`config.mk`:
```
export PLATFORM = sky130hd
export DESIGN_NAME = svrpf_top
export DESIGN_NICKNAME = d
export VERILOG_FILES = /design/src/pkg/svrpf_pkg.sv /design/src/logic/svrpf_top.sv
export SDC_FILE = /design/constraint.sdc
export NUM_CORES = 1
export LEC_CHECK = 0
export ABC_CLOCK_PERIOD_IN_PS = 5700
export BUFFER_PORTS_ARGS = -buffer_cell sky130_fd_sc_hd__buf_4
export CAP_MARGIN = 40
export CORE_ASPECT_RATIO = 0.9
export CORE_MARGIN = 4
export CORE_UTILIZATION = 35
export DETAILED_ROUTE_END_ITERATION = 12
export PLACE_DENSITY = 0.54
export SYNTH_ARGS = -nofsm -noshare
export SYNTH_HDL_FRONTEND = slang
export SYNTH_SLANG_ARGS = --single-unit
export TNS_END_PERCENT = 20
```
`constraint.sdc`:
```
create_clock -name clk -period 5.7 [get_ports clk]
set_input_delay 1.14 -clock clk [delete_from_list [all_inputs] [get_ports clk]]
set_output_delay 1.14 -clock clk [all_outputs]
set_load 0.1 [all_outputs]
```
`src/pkg/svrpf_pkg.sv`:
```
// shared constants and types of the supervisor, reset and power-fail block
package svrpf_pkg;

  // clock
  localparam int unsigned CLK_HZ        = 50_000_000;
  localparam int unsigned CLK_NS        = 20;
  localparam int unsigned CLK_PER_US    = CLK_HZ / 1_000_000;

  // reset input widths
  localparam int unsigned T_FAST_NS     = 200;
  localparam int unsigned FAST_CYC      = (T_FAST_NS + CLK_NS - 1) / CLK_NS;
  localparam int unsigned T_SLOW_MS     = 100;
  localparam int unsigned SLOW_CYC      = T_SLOW_MS * 1000 * CLK_PER_US;

  // recovery times, one point inside each window
  localparam int unsigned T_REC_STD_US  = 97_000;
  localparam int unsigned T_REC_HALT_US = 100_000;
  localparam int unsigned T_REC_SHORT_US = 1_000;
  localparam int unsigned REC_STD_CYC   = T_REC_STD_US * CLK_PER_US;
  localparam int unsigned REC_HALT_CYC  = T_REC_HALT_US * CLK_PER_US;
  localparam int unsigned REC_SHORT_CYC = T_REC_SHORT_US * CLK_PER_US;

  // 32 kHz output and battery check schedule
  localparam int unsigned F32_HZ        = 32_768;
  localparam int unsigned F32_HALF_CYC  = CLK_HZ / (2 * F32_HZ);
  localparam int unsigned SEC_CYC       = CLK_HZ;
  localparam int unsigned T_DAY_S       = 86_400;

  // register offsets
  localparam logic [4:0] A_STOP    = 5'h01;
  localparam logic [4:0] A_CENTURY = 5'h03;
  localparam logic [4:0] A_RECOVERY_TIME    = 5'h04;
  localparam logic [4:0] A_CTRL    = 5'h08;
  localparam logic [4:0] A_WDOG    = 5'h09;
  localparam logic [4:0] A_ALARM   = 5'h0a;
  localparam logic [4:0] A_HALT    = 5'h0c;
  localparam logic [4:0] A_FLAGS   = 5'h0f;

  // field positions
  localparam int unsigned B_ST   = 7;
  localparam int unsigned B_CEB  = 7;
  localparam int unsigned B_CB   = 6;
  localparam int unsigned B_TR   = 7;
  localparam int unsigned B_OUT  = 7;
  localparam int unsigned B_FT   = 6;
  localparam int unsigned B_WDS  = 7;
  localparam int unsigned B_AFE  = 7;
  localparam int unsigned B_SQUARE_WAVE_EN = 6;
  localparam int unsigned B_ABE  = 5;
  localparam int unsigned B_HT   = 6;
  localparam int unsigned B_BL   = 4;

  typedef struct packed {
    logic       osc_halt_bit;
    logic       century_count_en;
    logic       century_toggle_bit;
    logic       deselect_len_sel;
    logic       out_level_bit;
    logic       freq_test_bit;
    logic       alarm_irq_en;
    logic       alarm_backup_en;
    logic       square_wave_en;
    logic       update_halt_bit;
    logic [7:0] watchdog_reg;
  } svrpf_ctrl_t;

  // initial power application values
  localparam svrpf_ctrl_t CTRL_RST = '{
    osc_halt_bit: 1'b0, century_count_en: 1'b0, century_toggle_bit: 1'b0,
    deselect_len_sel: 1'b0, out_level_bit: 1'b1, freq_test_bit: 1'b0,
    alarm_irq_en: 1'b0, alarm_backup_en: 1'b0, square_wave_en: 1'b0,
    update_halt_bit: 1'b1, watchdog_reg: 8'h00};

  typedef enum logic [1:0] {
    PWR_BACKUP, PWR_LOW, PWR_RECOVER, PWR_RUN
  } svrpf_pwr_t;

endpackage

```
`src/logic/svrpf_top.sv`:
```
// supervisor: power-on reset, reset inputs, power-fail warning, 32 kHz out, flags
// How it works
// - 32 kHz output runs while supply above switchover and halt bit clear.
// - 32 kHz output starts right after power-up, well inside four seconds.
// - reset output low below trip level, then low for recovery time.
// - each qualified reset input gives the same reset as a power cycle.
// - fast reset input qualifies after 200 ns low; shorter noise ignored.
// - slow reset input qualifies after 100 ms low; shorter noise ignored.
// - after a qualified input releases, reset output stays low recovery time.
// - warning output low while sense input is below threshold.
// - below minimum trip level, warning held low for whole back-up.
// - on power return warning forced high for recovery time, then follows sense.
// - century bit inverts at rollover only when century enable set.
// - with test, alarm and watchdog clear, open-drain pin shows output level bit.
// - battery checked at power-up and daily; low result sets weak flag.
// - weak flag stays until a later check passes.
// - battery checks run only while main supply is up.
// - writes refused during recovery time after supply reaches trip level.
// - recovery time chosen from recovery-length bit and halt bit.
// - initial power-up clears control bits, sets output level and update halt.
// - later power-up keeps some bits, sets update halt, clears the rest.
// - watchdog expiry with steering bit set pulses reset low recovery time.
//
// Implementation choices: the placing of the registers and the strobed register port.
module svrpf_top #(
  parameter int unsigned SLOW_CYC      = svrpf_pkg::SLOW_CYC,
  parameter int unsigned REC_STD_CYC   = svrpf_pkg::REC_STD_CYC,
  parameter int unsigned REC_HALT_CYC  = svrpf_pkg::REC_HALT_CYC,
  parameter int unsigned REC_SHORT_CYC = svrpf_pkg::REC_SHORT_CYC,
  parameter int unsigned SEC_CYC       = svrpf_pkg::SEC_CYC,
  parameter int unsigned DAY_SEC       = svrpf_pkg::T_DAY_S
) (
  input  wire logic       clk,
  input  wire logic       nrst,
  input  wire logic [4:0] reg_addr,
  input  wire logic [7:0] reg_wdata,
  input  wire logic       reg_wr,
  input  wire logic       reg_rd,
  output logic      [7:0] reg_rdata,
  input  wire logic       vcc_above_so,
  input  wire logic       vcc_above_min,
  input  wire logic       vcc_above_trip,
  input  wire logic       fail_sense_in,
  input  wire logic       batt_below_meas,
  input  wire logic       ext_reset_in_fast_n,
  input  wire logic       ext_reset_in_slow_n,
  input  wire logic       century_rollover,
  input  wire logic       watchdog_expire,
  output logic            clk32_out,
  output logic            reset_out_n,
  output logic            fail_warn_out_n,
  output logic            irq_test_out_pin_o,
  output logic            irq_test_out_pin_oe,
  output logic            write_protect,
  output logic            batt_check_pulse
);

  svrpf_pkg::svrpf_ctrl_t ctrl_r;
  svrpf_pkg::svrpf_pwr_t  pwr_r;
  svrpf_pkg::svrpf_pwr_t  pwr_nxt;

  logic [31:0] pwr_cnt_r;
  logic [31:0] rst_cnt_r;
  logic [3:0]  fast_cnt_r;
  logic [31:0] slow_cnt_r;
  logic [15:0] half_cnt_r;
  logic [31:0] sec_cnt_r;
  logic [31:0] day_cnt_r;
  logic        battery_weak_flag_r;
  logic        from_backup_r;

  logic        fast_qual;
  logic        slow_qual;
  logic        wd_fire;
  logic        rst_src;
  logic        wr_ok;
  logic        pwr_up_done;
  logic        day_done;
  logic        bat_chk;
  logic [31:0] rec_len;

  // recovery length; halt only matters with the long setting
  function automatic logic [31:0] rec_sel(input logic tr, input logic st);
    logic [31:0] r;
    r = REC_STD_CYC;
    if (tr) begin
      r = REC_SHORT_CYC;
    end else if (st) begin
      r = REC_HALT_CYC;
    end
    return r;
  endfunction

  assign rec_len = rec_sel(ctrl_r.deselect_len_sel, ctrl_r.osc_halt_bit);

  // power state
  always_comb begin
    pwr_nxt = pwr_r;
    if (!vcc_above_min) begin
      pwr_nxt = svrpf_pkg::PWR_BACKUP;
    end else begin
      case (pwr_r)
        svrpf_pkg::PWR_BACKUP: begin
          pwr_nxt = vcc_above_trip ? svrpf_pkg::PWR_RECOVER : svrpf_pkg::PWR_LOW;
        end
        svrpf_pkg::PWR_LOW: begin
          if (vcc_above_trip) begin
            pwr_nxt = svrpf_pkg::PWR_RECOVER;
          end
        end
        svrpf_pkg::PWR_RECOVER: begin
          if (!vcc_above_trip) begin
            pwr_nxt = svrpf_pkg::PWR_LOW;
          end else if (pwr_cnt_r <= 32'h0000_0001) begin
            pwr_nxt = svrpf_pkg::PWR_RUN;
          end
        end
        default: begin
          if (!vcc_above_trip) begin
            pwr_nxt = svrpf_pkg::PWR_LOW;
          end
        end
      endcase
    end
  end

  // initial power application counts as a return from back-up
  always_ff @(posedge clk or negedge nrst) begin
    if (!nrst) begin
      pwr_r <= svrpf_pkg::PWR_BACKUP;
    end else begin
      pwr_r <= pwr_nxt;
    end
  end

  always_ff @(posedge clk or negedge nrst) begin
    if (!nrst) begin
      from_backup_r <= 1'b1;
    end else if (pwr_r == svrpf_pkg::PWR_BACKUP) begin
      from_backup_r <= 1'b1;
    end else if (pwr_nxt == svrpf_pkg::PWR_RUN) begin
      from_backup_r <= 1'b0;
    end
  end

  // write-protect window, reloaded while supply is under the trip level
  always_ff @(posedge clk or negedge nrst) begin
    if (!nrst) begin
      pwr_cnt_r <= 32'h0000_0000;
    end else if (pwr_r != svrpf_pkg::PWR_RECOVER) begin
      pwr_cnt_r <= rec_len;
    end else if (pwr_cnt_r != 32'h0000_0000) begin
      pwr_cnt_r <= pwr_cnt_r - 32'h0000_0001;
    end
  end

  assign pwr_up_done = (pwr_r == svrpf_pkg::PWR_RECOVER) && (pwr_nxt == svrpf_pkg::PWR_RUN);
  assign wr_ok       = (pwr_r == svrpf_pkg::PWR_RUN);

  always_ff @(posedge clk or negedge nrst) begin
    if (!nrst) begin
      write_protect <= 1'b1;
    end else begin
      write_protect <= (pwr_nxt != svrpf_pkg::PWR_RUN);
    end
  end

  // reset input qualification, both counted on the system clock
  always_ff @(posedge clk or negedge nrst) begin
    if (!nrst) begin
      fast_cnt_r <= 4'h0;
    end else if (ext_reset_in_fast_n) begin
      fast_cnt_r <= 4'h0;
    end else if (fast_cnt_r < 4'(svrpf_pkg::FAST_CYC)) begin
      fast_cnt_r <= fast_cnt_r + 4'h1;
    end
  end

  always_ff @(posedge clk or negedge nrst) begin
    if (!nrst) begin
      slow_cnt_r <= 32'h0000_0000;
    end else if (ext_reset_in_slow_n) begin
      slow_cnt_r <= 32'h0000_0000;
    end else if (slow_cnt_r < SLOW_CYC) begin
      slow_cnt_r <= slow_cnt_r + 32'h0000_0001;
    end
  end

  // qualifies on the last required low sample, and only while still low
  assign fast_qual = !ext_reset_in_fast_n && (fast_cnt_r >= 4'(svrpf_pkg::FAST_CYC - 1));
  assign slow_qual = !ext_reset_in_slow_n && (slow_cnt_r >= SLOW_CYC - 1);
  assign wd_fire   = watchdog_expire && ctrl_r.watchdog_reg[svrpf_pkg::B_WDS];
  assign rst_src   = (pwr_r == svrpf_pkg::PWR_BACKUP) || (pwr_r == svrpf_pkg::PWR_LOW)
                   || fast_qual || slow_qual;

  // one stretch counter serves every reset source
  always_ff @(posedge clk or negedge nrst) begin
    if (!nrst) begin
      rst_cnt_r <= 32'h0000_0000;
    end else if (rst_src || wd_fire) begin
      rst_cnt_r <= rec_len;
    end else if (rst_cnt_r != 32'h0000_0000) begin
      rst_cnt_r <= rst_cnt_r - 32'h0000_0001;
    end
  end

  always_ff @(posedge clk or negedge nrst) begin
    if (!nrst) begin
      reset_out_n <= 1'b0;
    end else begin
      reset_out_n <= !(rst_src || wd_fire || (rst_cnt_r > 32'h0000_0001));
    end
  end

  // warning output
  always_ff @(posedge clk or negedge nrst) begin
    if (!nrst) begin
      fail_warn_out_n <= 1'b0;
    end else if (pwr_r == svrpf_pkg::PWR_BACKUP) begin
      fail_warn_out_n <= 1'b0;
    end else if (from_backup_r) begin
      // comparator stays off until the recovery window has run out
      fail_warn_out_n <= (pwr_r == svrpf_pkg::PWR_RECOVER);
    end else begin
      fail_warn_out_n <= !fail_sense_in;
    end
  end

  // 32 kHz output; free divider so the first edge comes at once
  always_ff @(posedge clk or negedge nrst) begin
    if (!nrst) begin
      half_cnt_r <= 16'h0000;
    end else if (half_cnt_r >= 16'(svrpf_pkg::F32_HALF_CYC - 1)) begin
      half_cnt_r <= 16'h0000;
    end else begin
      half_cnt_r <= half_cnt_r + 16'h0001;
    end
  end

  always_ff @(posedge clk or negedge nrst) begin
    if (!nrst) begin
      clk32_out <= 1'b0;
    end else if (!vcc_above_so || ctrl_r.osc_halt_bit) begin
      clk32_out <= 1'b0;
    end else if (half_cnt_r == 16'h0000) begin
      clk32_out <= !clk32_out;
    end
  end

  // daily battery check schedule, held at zero outside normal supply
  assign day_done = (sec_cnt_r == SEC_CYC - 1) && (day_cnt_r == DAY_SEC - 1);

  always_ff @(posedge clk or negedge nrst) begin
    if (!nrst) begin
      sec_cnt_r <= 32'h0000_0000;
      day_cnt_r <= 32'h0000_0000;
    end else if (pwr_r != svrpf_pkg::PWR_RUN) begin
      sec_cnt_r <= 32'h0000_0000;
      day_cnt_r <= 32'h0000_0000;
    end else if (sec_cnt_r == SEC_CYC - 1) begin
      sec_cnt_r <= 32'h0000_0000;
      day_cnt_r <= day_done ? 32'h0000_0000 : day_cnt_r + 32'h0000_0001;
    end else begin
      sec_cnt_r <= sec_cnt_r + 32'h0000_0001;
    end
  end

  assign bat_chk = pwr_up_done || ((pwr_r == svrpf_pkg::PWR_RUN) && day_done);

  always_ff @(posedge clk or negedge nrst) begin
    if (!nrst) begin
      battery_weak_flag_r <= 1'b0;
      batt_check_pulse    <= 1'b0;
    end else begin
      batt_check_pulse <= bat_chk;
      if (bat_chk) begin
        battery_weak_flag_r <= batt_below_meas;
      end
    end
  end

  // control registers
  always_ff @(posedge clk or negedge nrst) begin
    if (!nrst) begin
      ctrl_r <= svrpf_pkg::CTRL_RST;
    end else if (pwr_r == svrpf_pkg::PWR_BACKUP && pwr_nxt != svrpf_pkg::PWR_BACKUP) begin
      ctrl_r.update_halt_bit <= 1'b1;
      ctrl_r.freq_test_bit   <= 1'b0;
      ctrl_r.alarm_irq_en    <= 1'b0;
      ctrl_r.alarm_backup_en <= 1'b0;
      ctrl_r.square_wave_en  <= 1'b0;
      ctrl_r.watchdog_reg    <= 8'h00;
    end else if (wd_fire) begin
      // steered expiry wipes the watchdog and output enables
      ctrl_r.freq_test_bit   <= 1'b0;
      ctrl_r.alarm_irq_en    <= 1'b0;
      ctrl_r.alarm_backup_en <= 1'b0;
      ctrl_r.square_wave_en  <= 1'b0;
      ctrl_r.watchdog_reg    <= 8'h00;
    end else begin
      if (reg_wr && wr_ok) begin
        if (reg_addr == svrpf_pkg::A_STOP) begin
          ctrl_r.osc_halt_bit <= reg_wdata[svrpf_pkg::B_ST];
        end else if (reg_addr == svrpf_pkg::A_RECOVERY_TIME) begin
          ctrl_r.deselect_len_sel <= reg_wdata[svrpf_pkg::B_TR];
        end else if (reg_addr == svrpf_pkg::A_CTRL) begin
          ctrl_r.out_level_bit <= reg_wdata[svrpf_pkg::B_OUT];
          ctrl_r.freq_test_bit <= reg_wdata[svrpf_pkg::B_FT];
        end else if (reg_addr == svrpf_pkg::A_WDOG) begin
          ctrl_r.watchdog_reg <= reg_wdata;
        end else if (reg_addr == svrpf_pkg::A_ALARM) begin
          ctrl_r.alarm_irq_en    <= reg_wdata[svrpf_pkg::B_AFE];
          ctrl_r.square_wave_en  <= reg_wdata[svrpf_pkg::B_SQUARE_WAVE_EN];
          ctrl_r.alarm_backup_en <= reg_wdata[svrpf_pkg::B_ABE];
        end else if (reg_addr == svrpf_pkg::A_HALT) begin
          ctrl_r.update_halt_bit <= reg_wdata[svrpf_pkg::B_HT];
        end
      end
    end
  end

  // century pair kept apart so a rollover on a write cycle still lands
  logic [1:0] century_r;
  logic [1:0] century_nxt;

  always_ff @(posedge clk or negedge nrst) begin
    if (!nrst) begin
      century_r <= 2'b00;
    end else begin
      century_r <= century_nxt;
    end
  end

  always_comb begin
    century_nxt = century_r;
    if (reg_wr && wr_ok && reg_addr == svrpf_pkg::A_CENTURY) begin
      century_nxt = {reg_wdata[svrpf_pkg::B_CEB], reg_wdata[svrpf_pkg::B_CB]};
    end
    if (century_rollover && century_nxt[1]) begin
      century_nxt[0] = !century_nxt[0];
    end
  end

  // open-drain pin: only the plain output function lives here
  always_ff @(posedge clk or negedge nrst) begin
    if (!nrst) begin
      irq_test_out_pin_oe <= 1'b0;
    end else begin
      irq_test_out_pin_oe <= !ctrl_r.freq_test_bit && !ctrl_r.alarm_irq_en
                          && (ctrl_r.watchdog_reg == 8'h00) && !ctrl_r.out_level_bit;
    end
  end

  assign irq_test_out_pin_o = 1'b0;

  // read port, data in the cycle after the strobe
  always_ff @(posedge clk or negedge nrst) begin
    if (!nrst) begin
      reg_rdata <= 8'h00;
    end else if (reg_rd) begin
      if (reg_addr == svrpf_pkg::A_STOP) begin
        reg_rdata <= {ctrl_r.osc_halt_bit, 7'h00};
      end else if (reg_addr == svrpf_pkg::A_CENTURY) begin
        reg_rdata <= {century_r, 6'h00};
      end else if (reg_addr == svrpf_pkg::A_RECOVERY_TIME) begin
        reg_rdata <= {ctrl_r.deselect_len_sel, 7'h00};
      end else if (reg_addr == svrpf_pkg::A_CTRL) begin
        reg_rdata <= {ctrl_r.out_level_bit, ctrl_r.freq_test_bit, 6'h00};
      end else if (reg_addr == svrpf_pkg::A_WDOG) begin
        reg_rdata <= ctrl_r.watchdog_reg;
      end else if (reg_addr == svrpf_pkg::A_ALARM) begin
        reg_rdata <= {ctrl_r.alarm_irq_en, ctrl_r.square_wave_en,
                      ctrl_r.alarm_backup_en, 5'h00};
      end else if (reg_addr == svrpf_pkg::A_HALT) begin
        reg_rdata <= {1'b0, ctrl_r.update_halt_bit, 6'h00};
      end else if (reg_addr == svrpf_pkg::A_FLAGS) begin
        reg_rdata <= {3'h0, battery_weak_flag_r, 4'h0};
      end else begin
        reg_rdata <= 8'h00;
      end
    end else begin
      reg_rdata <= 8'h00;
    end
  end

endmodule

```
==> Word level (Yosys, flattened, before mapping) <==
Index checks and enable logic that the tools add are counted.
{ "totals": {"memories": 0, "elab_cells": 182, "register_bits": 216, "latch_bits": 0, "out_inout_bits": 15, "romBits": 0, "mem_bits_rw": 0, "in_bits": 26} }
{ "op_classes": {"mul": 0, "reduce_logical": 56, "bitwise": 4, "muxes": 54, "shift": 0, "n_div": 0, "n_eq_ne": 27, "n_addsub": 7, "order_cmp": 7} }
{ "op_table": {"columns": ["cell", "count"], "rows": [
  ["32-bit 2-to-1 mux", 11],
  ["32-bit by 1-bit adder with 32-bit output, second input constant", 3],
  ["8-bit 2-to-1 mux", 9],
  ["32-bit nonzero test", 2],
  ["32-bit by 1-bit subtractor with 32-bit output, second input constant", 2],
  ["13-bit 2-to-1 mux", 4],
  ["32-bit by 17-bit == test with 1-bit output, second input constant", 1],
  ["32-bit by 26-bit == test with 1-bit output, second input constant", 1],
  ["32-bit by 23-bit >= comparator with 1-bit output, second input constant", 1],
  ["32-bit by 1-bit greater-than comparator with 1-bit output, second input constant", 1],
  ["32-bit by 1-bit <= comparator with 1-bit output, second input constant", 1],
  ["32-bit by 23-bit less-than comparator with 1-bit output, second input constant", 1],
  ["5-bit by 4-bit == test with 1-bit output, second input constant", 5],
  ["23-bit 2-to-1 mux", 1],
  ["2-bit nonzero test", 10],
  ["19-bit 2-to-1 mux", 1],
  ["16-bit by 1-bit adder with 16-bit output, second input constant", 1],
  ["16-bit by 10-bit >= comparator with 1-bit output, second input constant", 1],
  ["16-bit zero test", 1],
  ["16-bit 2-to-1 mux", 1],
  ["4-bit 2-to-1 mux", 4],
  ["2-bit != test, second input constant", 8],
  ["2-bit 2-to-1 mux", 7],
  ["1-bit logical AND", 13],
  ["26 further kinds", 65]
]} }

==> Longest topological paths before layout <==
Gate-level depths: netlist of run 1.
{ "depth": {"ltp_word": 10, "ltp_mapped": 9, "ltp_nobuf": 7} }

==> Least setup slack after synthesis of run 1 <==
No wires, ideal clock.
{ "synth_timing": {"kind": "input port to flip-flop", "startpoint": "in ext_reset_in_slow_n", "endpoint": "reg rst_cnt_r[18]", "arrival_ns": 2.487, "t_required_ns": 5.575, "path_stages": 6, "path_slack_ns": 3.088, "n_path_buf": 1, "setup_ns": 0.125, "path_cell_list": "nor3_1 > nand3_1 > o41a_1 > and3_1 > clkbuf_1 > mux2_2"} }
{ "synth_via": {"elab_chain_len": 5, "word_cells_on_any_way": 6, "classes_between": "1 x mux; 5 x reduce/logical"} }
{ "synth_lines": {"columns": ["item", "line", "rtl"], "rows": [
  ["from (decl)", "svrpf_top.sv:46", "input wire logic ext_reset_in_slow_n,"],
  ["1-bit zero test *", "svrpf_top.sv:191", "assign slow_qual = !ext_reset_in_slow_n && (slow_cnt_r >= SLOW_CYC - 1);"],
  ["1-bit logical AND *", "svrpf_top.sv:191", null],
  ["1-bit logical OR *", "svrpf_top.sv:194", "|| fast_qual || slow_qual;"],
  ["1-bit logical OR *", "svrpf_top.sv:200", "end else if (rst_src || wd_fire) begin"],
  ["32-bit 2-to-1 mux or 2-bit nonzero test (tied branches)", null, null],
  ["to (signal assigned)", "svrpf_top.sv:201", "rst_cnt_r <= rec_len;"],
  ["to (signal assigned)", "svrpf_top.sv:203", "rst_cnt_r <= rst_cnt_r - 32'h0000_0001;"],
  ["to (decl)", "svrpf_top.sv:63", "logic [31:0] rst_cnt_r;"]
]} }
Every way passes the cells marked *; elsewhere a longest branch is shown, timed or not.
A chain may end at the register's enable or synchronous reset.

==> Worst setup path in the final report of run 1 <==
{ "layout_timing": {"startpoint": "reg rst_cnt_r[6]", "endpoint": "reg rst_cnt_r[27]"} }
{ "layout_via": {"elab_chain_len": 3, "word_cells_on_any_way": 5, "classes_between": "1 x add/sub; 2 x mux; 2 x reduce/logical"} }
{ "layout_lines": {"columns": ["item", "line", "rtl"], "rows": [
  ["32-bit by 1-bit subtractor with 32-bit output", "svrpf_top.sv:203", null],
  ["32-bit 2-to-1 mux", "svrpf_top.sv:202", "end else if (rst_cnt_r != 32'h0000_0000) begin"],
  ["32-bit 2-to-1 mux", "svrpf_top.sv:200", null]
]} }
Several ways; a longest one is shown, not always the timed one. The select of a mux whose other input is x is not followed.

==> results.ini, run 1 <==
[outcome]
outcome=completed

[worst_setup_path]
cp_slowest_cell=a2111o_1
crit_chain=nor4_1 -> nand4_1 -> a2111o_1 -> or4_1 -> a21oi_1
crit_path_max_fanout=10
critPathLaunchType=flip-flop
end_kind=flip-flop
cpPeakStageDelay_ns=0.62
path_buf_inv=0
cp_top_family=simple AND/OR/NAND/NOR gates
worstSetupPathType=flip-flop to flip-flop
worstPathRequired_ns=6.16
cp.arrival_ns=3.36

[detailed_routing]
ant_nets=0
vias=9309
wl_mm=28.1
drcViolationCount=0
via_per_inst=5.61
drt_iter0_drc=623
avgRoutedWirePerCell_um=16.9
first_pass_iters=5

[run]
timing.max_cap.violations=0

[placement]
routabilityCongestion=0.833
placed_area_mm2=0.0122
hpwl_mm=19.0
io_buffers=39

[timing]
timing.fmax_ghz=0.345
fin_crit_sh_pct=50.9
slew_viol_final=0
rsz0062_at_grt=no
fin_worst_skew_ns=0.0140
min_period_ns=2.90
worst_hold_slack_ns=0.499
setup_viol=0
hold_viol_final=0
slew_headroom_pct=43.4
worst_slew_pin_slew_ns=0.841
setup_tns_ns=0

[die]
initial_utilization_pct=35.7
num_rows=62
core_area_mm2=0.0320
die_w_um=198
dieArea_mm2=0.0356
dieHeight_um=179
ios=41

[pwr]
switching_share_pct=24.0
leakage_nw=5.05
power_density_mw_per_mm2=258
p_sw_uw=803
ir_drop_mv=0.223
seq_power_share_pct=47.2
p_int_mw=2.55
clkPwrFrac_pct=47.1
combPwrFrac_pct=5.6

[synth]
synth-seq-cells=216
synth_edf_count=0
synth_ff_type=dfrtp_1
synth_top_family_by_area=simple AND/OR/NAND/NOR gates
syn-instance-count=1199
netlist_area_mm2=0.0114
yosysWarnings=0
synth_mux_area_share_pct=2.80
ys_seq_area_share_pct=47.3
yosys.area_share.adder_pct=1.42
async_flop_share_pct=100
yosysUniqueCellTypes=71
synth_compound_area_share_pct=13.5
synth_xor_xnor_area_share_pct=5.06
syn_avg_cell_area_um2=9.53
synthSimpleGateAreaFrac_pct=27.2

[global_route]
antenna_found_initial=1
grt_start_max_net_pins=121
grtUsageTotal_pct=15.7
grt_pass1_wl_mm=47.2
grt_pass1_vias=8780
grt_overflow=0

[clock_tree]
ctsRootBufferMaster=clkbuf_16
cts_buffers=26
post_cts_resize_count=0
cts_hold_buf=0
clkLatencyLatePin_ns=0.54
cts_buffer_depth=3
clkSlewWorstSetupHoldPaths_ns=0.06
cts_tree=done
post_cts_buffers=0
h-tree-depth=1
clock_sinks=216

[layout]
drive_gt1_share_pct=10.5
final_net_count=1264
final_area_mm2=0.0130
area_delta_synth_final_pct=13.6
fillers=3154

[worst_hold_path]
hold_class=flip-flop to flip-flop

[power by group through the flow]
stage                     sequential, mW  combinational, mW  clock [mW]
after floorplan                     1.61             0.0986           0
after global placement              1.61              0.189           0
after detailed placement            1.61              0.192           0
after CTS                           1.58              0.193        1.64
after global routing                1.58              0.214        1.70
final                               1.58              0.188        1.58
[state kept, by name (all words and copies together), names as in the netlist, 2 cells and up]
register    flops
day_cnt_r      32
half_cnt_r     16
fast_cnt_r      4
sec_cnt_r      32
ctrl_r         16
reg_rdata       8
pwr_r           2
slow_cnt_r     32
rst_cnt_r      32
pwr_cnt_r      32
century_r       2
[area by class of cell]
type | count | area [um^2] | area share [%]
multi-input combinational | 911 | 5750 | 44.3
sequential | 216 | 5410 | 41.7
clock buffer | 40 | 773 | 5.96
tap | 416 | 520 | 4.01
timing repair buffer | 49 | 400 | 3.08
inverter | 21 | 78.8 | 0.607
clock inverter | 5 | 40.0 | 0.308
antenna | 1 | 2.50 | 0.0193
[metal layers]
metal / vias to the layer above / wire (um) / track usage (%) / part of all wire, %
li1: 4578 / - / - / -
met1: 4528 / 14400 / 25.0 / 51
met2: 161 / 11900 / 22.1 / 42
met3: 42 / 1100 / 2.49 / 3.9
met4: 0 / 685 / 4.21 / 2.4
met5: - / 0 / 0 / 0
[metrics by stage]
step	power [mW]	utilization, %	setup WS (ns)	std cells
3_5_place_dp	1.80	38.0	2.55	1613
2_1_floorplan	1.71	-	3.09	1205
6_report	3.35	40.5	2.80	1659
5_1_grt	3.50	40.5	2.59	1659
3_3_place_gp	1.80	37.9	2.43	1610
4_1_cts	3.41	40.5	2.87	1658
[synth_stat cells, drive strengths merged (26+ instances only)]
cell | n | share of area, %
a21oi | 83 | 3.6
clkbuf | 49 | 1.6
dfrtp | 212 | 46
nand2 | 76 | 2.5
nand3 | 57 | 2.5
nand4 | 34 | 1.9
nor2 | 116 | 3.8
nor3 | 35 | 1.6
nor4 | 42 | 2.5
o21ai | 35 | 1.5
o31ai | 42 | 2.8
or3 | 32 | 1.8
or4 | 46 | 3.0
xnor2 | 26 | 2.0
xor2 | 40 | 3.1
[cell families (layout without fill, tap and decap cells)]
group / count (synthesis) / in the layout
simple gates: 557 / 557
other cells: 1 / 8
buf+inv: 78 / 115
compound gates: 238 / 238
mux: 30 / 30
xor+xnor: 66 / 66
flops: 216 / 216
fa+ha+maj: 13 / 13
[worst paths after layout]
kind	from	depth (start not counted)	to	slack (ns)
min reg2reg	ctrl_r[0]	1	irq_test_out_pin_oe	0.50
max	rst_cnt_r[6]	5	rst_cnt_r[27]	2.80
max in group asynchronous	nrst	2	day_cnt_r[18]	3.92
max reg2reg	rst_cnt_r[6]	5	rst_cnt_r[27]	2.80
min in group asynchronous	nrst	1	pwr_cnt_r[30]	0.61
min	ctrl_r[0]	1	irq_test_out_pin_oe	0.50
[cell usage in the layout (no fill, tap or decap), types with 21 or more instances in the layout]
master and instances:
a21oi_1 82, and3_1 23, buf_4 44, clkbuf_16 26
dfrtp_1 212, inv_1 21, nand2_1 76, nand3_1 57
nand4_1 34, nor2_1 116, nor3_1 34, nor4_1 40
o21ai_0 34, o31ai_1 42, or3_1 32, or4_1 46
xnor2_1 26, xor2_1 40
No activity file was read; power rests on OpenSTA's default activity.
==> run 2: changes to the inputs <==
Settings changed: ABC_CLOCK_PERIOD_IN_PS 5700 to 2900.
Clock period 5.7 ns to 2.9 ns, I/O delays scaled along.
==> run 2 against run 1 <==
Maximum frequency up 8.9%. Register-to-register slack worse by 2.6 ns. Global-route usage up 0.054 points. Cell count up 1.6%. Flip-flop and latch count unchanged. Largest cell class unchanged. Largest power group is now clock. Highest routed layer unchanged.
==> results.ini, run 2 (synthesized netlist as in run 1, its figures left out) <==
[outcome]
outcome=completed

[worst_setup_path]
crit_path_max_fanout=7
cpPeakStageDelay_ns=0.62
crit_chain=or4_1 -> or4_1 -> nor4_4 -> buf_4 -> a21oi_1 -> a21o_1
worstSetupPathType=flip-flop to flip-flop
cpMostUsedCell=or4_1
worstPathRequired_ns=3.31
end_kind=flip-flop
cp_slowest_cell=or4_1
critPathLaunchType=flip-flop
cp.arrival_ns=3.07

[timing]
timing.fmax_ghz=0.375
worst_slew_pin_slew_ns=0.875
slew_viol_final=0
setup_tns_ns=0
setup_viol=0
fin_crit_sh_pct=91.8
slew_headroom_pct=41.1
fin_worst_skew_ns=0.0196
hold_viol_final=0
worst_hold_slack_ns=0.0350
rsz0062_at_grt=no
min_period_ns=2.66

[detailed_routing]
drcViolationCount=0
drt_iter0_drc=520
ant_nets=0
avgRoutedWirePerCell_um=16.9
wl_mm=28.5
via_per_inst=5.57
vias=9390
first_pass_iters=5

[pwr]
power_density_mw_per_mm2=504
ir_drop_mv=0.433
finalPower_mw=6.66
leakage_nw=5.18

[global_route]
grt_pass1_wl_mm=47.7
grt_start_max_net_pins=77
grt_overflow=0
grtUsageTotal_pct=15.8
antenna_found_initial=2
grt_pass1_vias=9101

[clock_tree]
cts_tree=done
cts_buffer_depth=3
clock_sinks=216
clkSlewWorstSetupHoldPaths_ns=0.06
cts_hold_buf=0
post_cts_resize_count=0
h-tree-depth=1
cts_buffers=25
ctsRootBufferMaster=clkbuf_16
post_cts_buffers=0
clkLatencyLatePin_ns=0.53

[placement]
hpwl_mm=19.8
routabilityCongestion=0.824
io_buffers=39

[layout]
area_delta_synth_final_pct=15.6
final_net_count=1287
final_cell_mix=dfrtp_1 (212), nor2_1 (116), a21oi_1 (82)
postLayoutCoreUtil_pct=41.2
drive_gt1_share_pct=12.5
fillers=3085
final_common_cell=dfrtp_1

[die]
dieHeight_um=179
ios=41
num_rows=62
initial_utilization_pct=35.7
core_area_mm2=0.0320
dieArea_mm2=0.0356
die_w_um=198

[run]
timing.max_cap.violations=0

[worst_hold_path]
hold_class=input port to asynchronous set/reset pin

[run 2: cell count changes in the layout (fill, tap and decap cells not counted)]
| cell | change |
|---|---|
| clkbuf_16 | -1 |
| clkinvlp_4 | +1 |
| bufinv_16 | +2 |
| clkinv_8 | -1 |
| clkbuf_1 | -3 |
| clkinv_2 | +6 |
| clkbuf_8 | -3 |
| buf_8 | -1 |
| buf_4 | +22 |
| diode_2 | +1 |
| buf_2 | -1 |
| buf_12 | +4 |
[run 2: final timing paths]
kind | slack, ns | depth (start not counted) | from | endpoint
setup / recovery | 0.24 | 6 | rst_cnt_r[26] | rst_cnt_r[15]
hold / removal | 0.03 | 1 | nrst | clk32_out
setup reg to reg | 0.24 | 6 | rst_cnt_r[26] | rst_cnt_r[15]
hold reg to reg | 0.47 | 1 | ctrl_r[0] | irq_test_out_pin_oe
max in group asynchronous | 2.06 | 2 | nrst | sec_cnt_r[26]
min in group clk | 0.21 | 2 | fail_sense_in | fail_warn_out_n
[run 2: where the power goes]
| group | total [mW] | switching, mW | internal (mW) | leakage, nW |
|---|---|---|---|---|
| registers | 3.11 | 0.0475 | 3.06 | 2.91 |
| logic | 0.387 | 0.254 | 0.133 | 1.87 |
| clock network | 3.16 | 1.30 | 1.86 | 0.410 |
[run 2: worst max-delay path, delay by kind of cell, from the launching register on]
| family | cells | cell delay, ns |
|---|---|---|
| and+or+nand+nor | 3 | 1.73 |
| DFF | 1 | 0.41 |
| AOI/OAI and AO/OA | 2 | 0.22 |
| buffers and inverters | 1 | 0.20 |
[run 2: stage by stage]
| stage | worst slack (ns) | area [um^2] | instances |
|---|---|---|---|
| after CTS | 0.234 | 13200 | 1683 |
| after floorplan | 0.445 | 11500 | 1205 |
| after global routing | 0.0211 | 13200 | 1685 |
| after detailed placement | 0.240 | 12400 | 1637 |
| final | 0.236 | 13200 | 1685 |
| after global placement | 0.256 | 12400 | 1635 |
[run 2: area by class of cell]
type	instances	area (um^2)	area share [%]
tap	416	520	3.94
antenna	2	5.00	0.0379
clock buffer	33	696	5.27
multi-input combinational	911	5750	43.6
sequential	216	5410	41.0
timing repair buffer	73	626	4.74
clock inverter	13	121	0.919
inverter	21	78.8	0.597
[run 2: layer usage]
metal | track usage (%) | up-vias | share of wire, %
met5 | 0 | - | 0
met2 | 23.3 | 170 | 43
met4 | 5.09 | 0 | 3.1
met1 | 23.8 | 4566 | 50
li1 | - | 4609 | -
met3 | 2.38 | 45 | 3.8
==> run 3: changes to the inputs <==
Settings changed: CORE_UTILIZATION 35 to 63, PLACE_DENSITY 0.54 to 0.85, TNS_END_PERCENT 20 to default.
==> run 3 against run 2 <==
Non-clock buffer count rose by 2. Worst hold slack got worse by 0.022 ns. Clock skew fell by 0.0072 ns. Routed wire length fell by 4.4%. Clock-buffer cell count fell by 4. First-iteration DRC count rose by 73%. Cell count fell by 11%. Sequential share of layout area rose by 0.73 points. Cell area fell by 1.7%. Worst setup slack improved by 0.099 ns. Via count rose by 5.2%. Clock power rose by 4%.
==> results.ini, run 3 (synthesized netlist as in run 1, its figures left out) <==
[layout]
area_delta_synth_final_pct=13.6
final_net_count=1287
layout.cells.non_filler=1504
final_cell_mix=dfrtp_1 (212), nor2_1 (116), a21oi_1 (82)
drive_gt1_share_pct=12.4
diodes=0
final_common_cell=dfrtp_1

[detailed_routing]
wl_mm=27.2
drcViolationCount=0
drt_iter0_drc=899
via_per_inst=6.57
first_pass_iters=6
avgRoutedWirePerCell_um=18.1
vias=9877
ant_nets=0

[worst_setup_path]
cp_slowest_cell=or4b_4
critPathLaunchType=flip-flop
end_kind=flip-flop
cp.arrival_ns=2.99
reg2reg_depth=5
crit_chain=or3_1 -> or4b_4 -> a2111o_1 -> or4_1 -> a21oi_1
cpPeakStageDelay_ns=0.60
worstPathRequired_ns=3.33
crit_path_max_fanout=9
worstSetupPathType=flip-flop to flip-flop

[run]
timing.max_cap.violations=0

[timing]
worst_slew_pin_slew_ns=0.898
slew_viol_final=0
setup_viol=0
fin_crit_sh_pct=88.4
timing.fmax_ghz=0.390
fin_worst_skew_ns=0.0124
slew_headroom_pct=40.1
setup_tns_ns=0
min_period_ns=2.56
rsz0062_at_grt=no
hold_viol_final=0

[pwr]
ir_drop_mv=0.621
power_density_mw_per_mm2=521
leakage_nw=5.18

[placement]
hpwl_mm=18.5
routabilityCongestion=0.887
io_buffers=39
dp_cells=1463

[clock_tree]
post_cts_buffers=0
cts_buffers=23
cts_hold_buf=0
clkSlewWorstSetupHoldPaths_ns=0.06
clock_sinks=216
clkLatencyLatePin_ns=0.51
cts_buffer_depth=3
cts_tree=done
ctsRootBufferMaster=clkbuf_16
h-tree-depth=1
post_cts_resize_count=0

[global_route]
grt_overflow=0
grt_pass1_vias=9459
grt_pass1_wl_mm=46.5
antenna_found_initial=0
grtUsageTotal_pct=27.3
grt_start_max_net_pins=66

[die]
ios=41
dieHeight_um=136
num_rows=46
core_area_mm2=0.0177
initial_utilization_pct=64.5
dieArea_mm2=0.0204
die_w_um=150

[worst_hold_path]
hold_class=input port to asynchronous set/reset pin

[outcome]
outcome=completed

run 3: worst paths after layout:
path | from | to | slack [ns]
setup / recovery | rst_cnt_r[16] | rst_cnt_r[27] | 0.34
hold / removal | nrst | rst_cnt_r[29] | 0.01
setup reg to reg | rst_cnt_r[16] | rst_cnt_r[27] | 0.34
hold reg to reg | ctrl_r[0] | irq_test_out_pin_oe | 0.47
max in group asynchronous | nrst | slow_cnt_r[29] | 2.02
min in group clk | fail_sense_in | fail_warn_out_n | 0.24
run 3: cell type report:
| type | count | area (um^2) |
|---|---|---|
| clock inverters | 12 | 214 |
| clock buffers | 29 | 628 |
| multi-input cells | 911 | 5750 |
| flip-flops and latches | 216 | 5410 |
| repair buffers | 75 | 596 |
| inverters | 21 | 78.8 |
| well taps | 240 | 300 |
| fillers | 1269 | 4750 |
run 3: metrics by stage:
stage | hold WS, ns | area, um^2 | total power, mW | util, % | setup WS (ns)
floorplan | 0.284 | 11500 | 3.36 | - | 0.445
global placement | 0.450 | 12100 | 3.52 | 68.4 | 0.441
detailed placement | 0.459 | 12100 | 3.54 | 68.5 | 0.362
CTS | 0.0346 | 13000 | 6.81 | 73.2 | 0.344
global route | 0.0593 | 13000 | 6.98 | 73.2 | 0.182
finish | 0.0134 | 13000 | 6.77 | 73.2 | 0.336
run 3: worst max-delay path: cells and delay by family (launching register included):
family,cells,cell delay [ns]
DFF,1,0.42
and+or+nand+nor,3,1.51
AOI/OAI and AO/OA,2,0.56
run 3: power breakdown:
part,leakage [nW],internal [mW],switching (mW)
combinational,1.86,0.127,0.248
clock,0.417,2.06,1.22
sequential,2.91,3.06,0.0513
total,5.18,5.25,1.52
run 3: per-layer routing:
layer	vias to the layer above	wire, um	track usage, %
met2	377	12900	42.3
met3	74	1750	4.68
li1	4586	-	-
met1	4840	11800	39.8
met5	-	0	0
met4	0	786	8.64
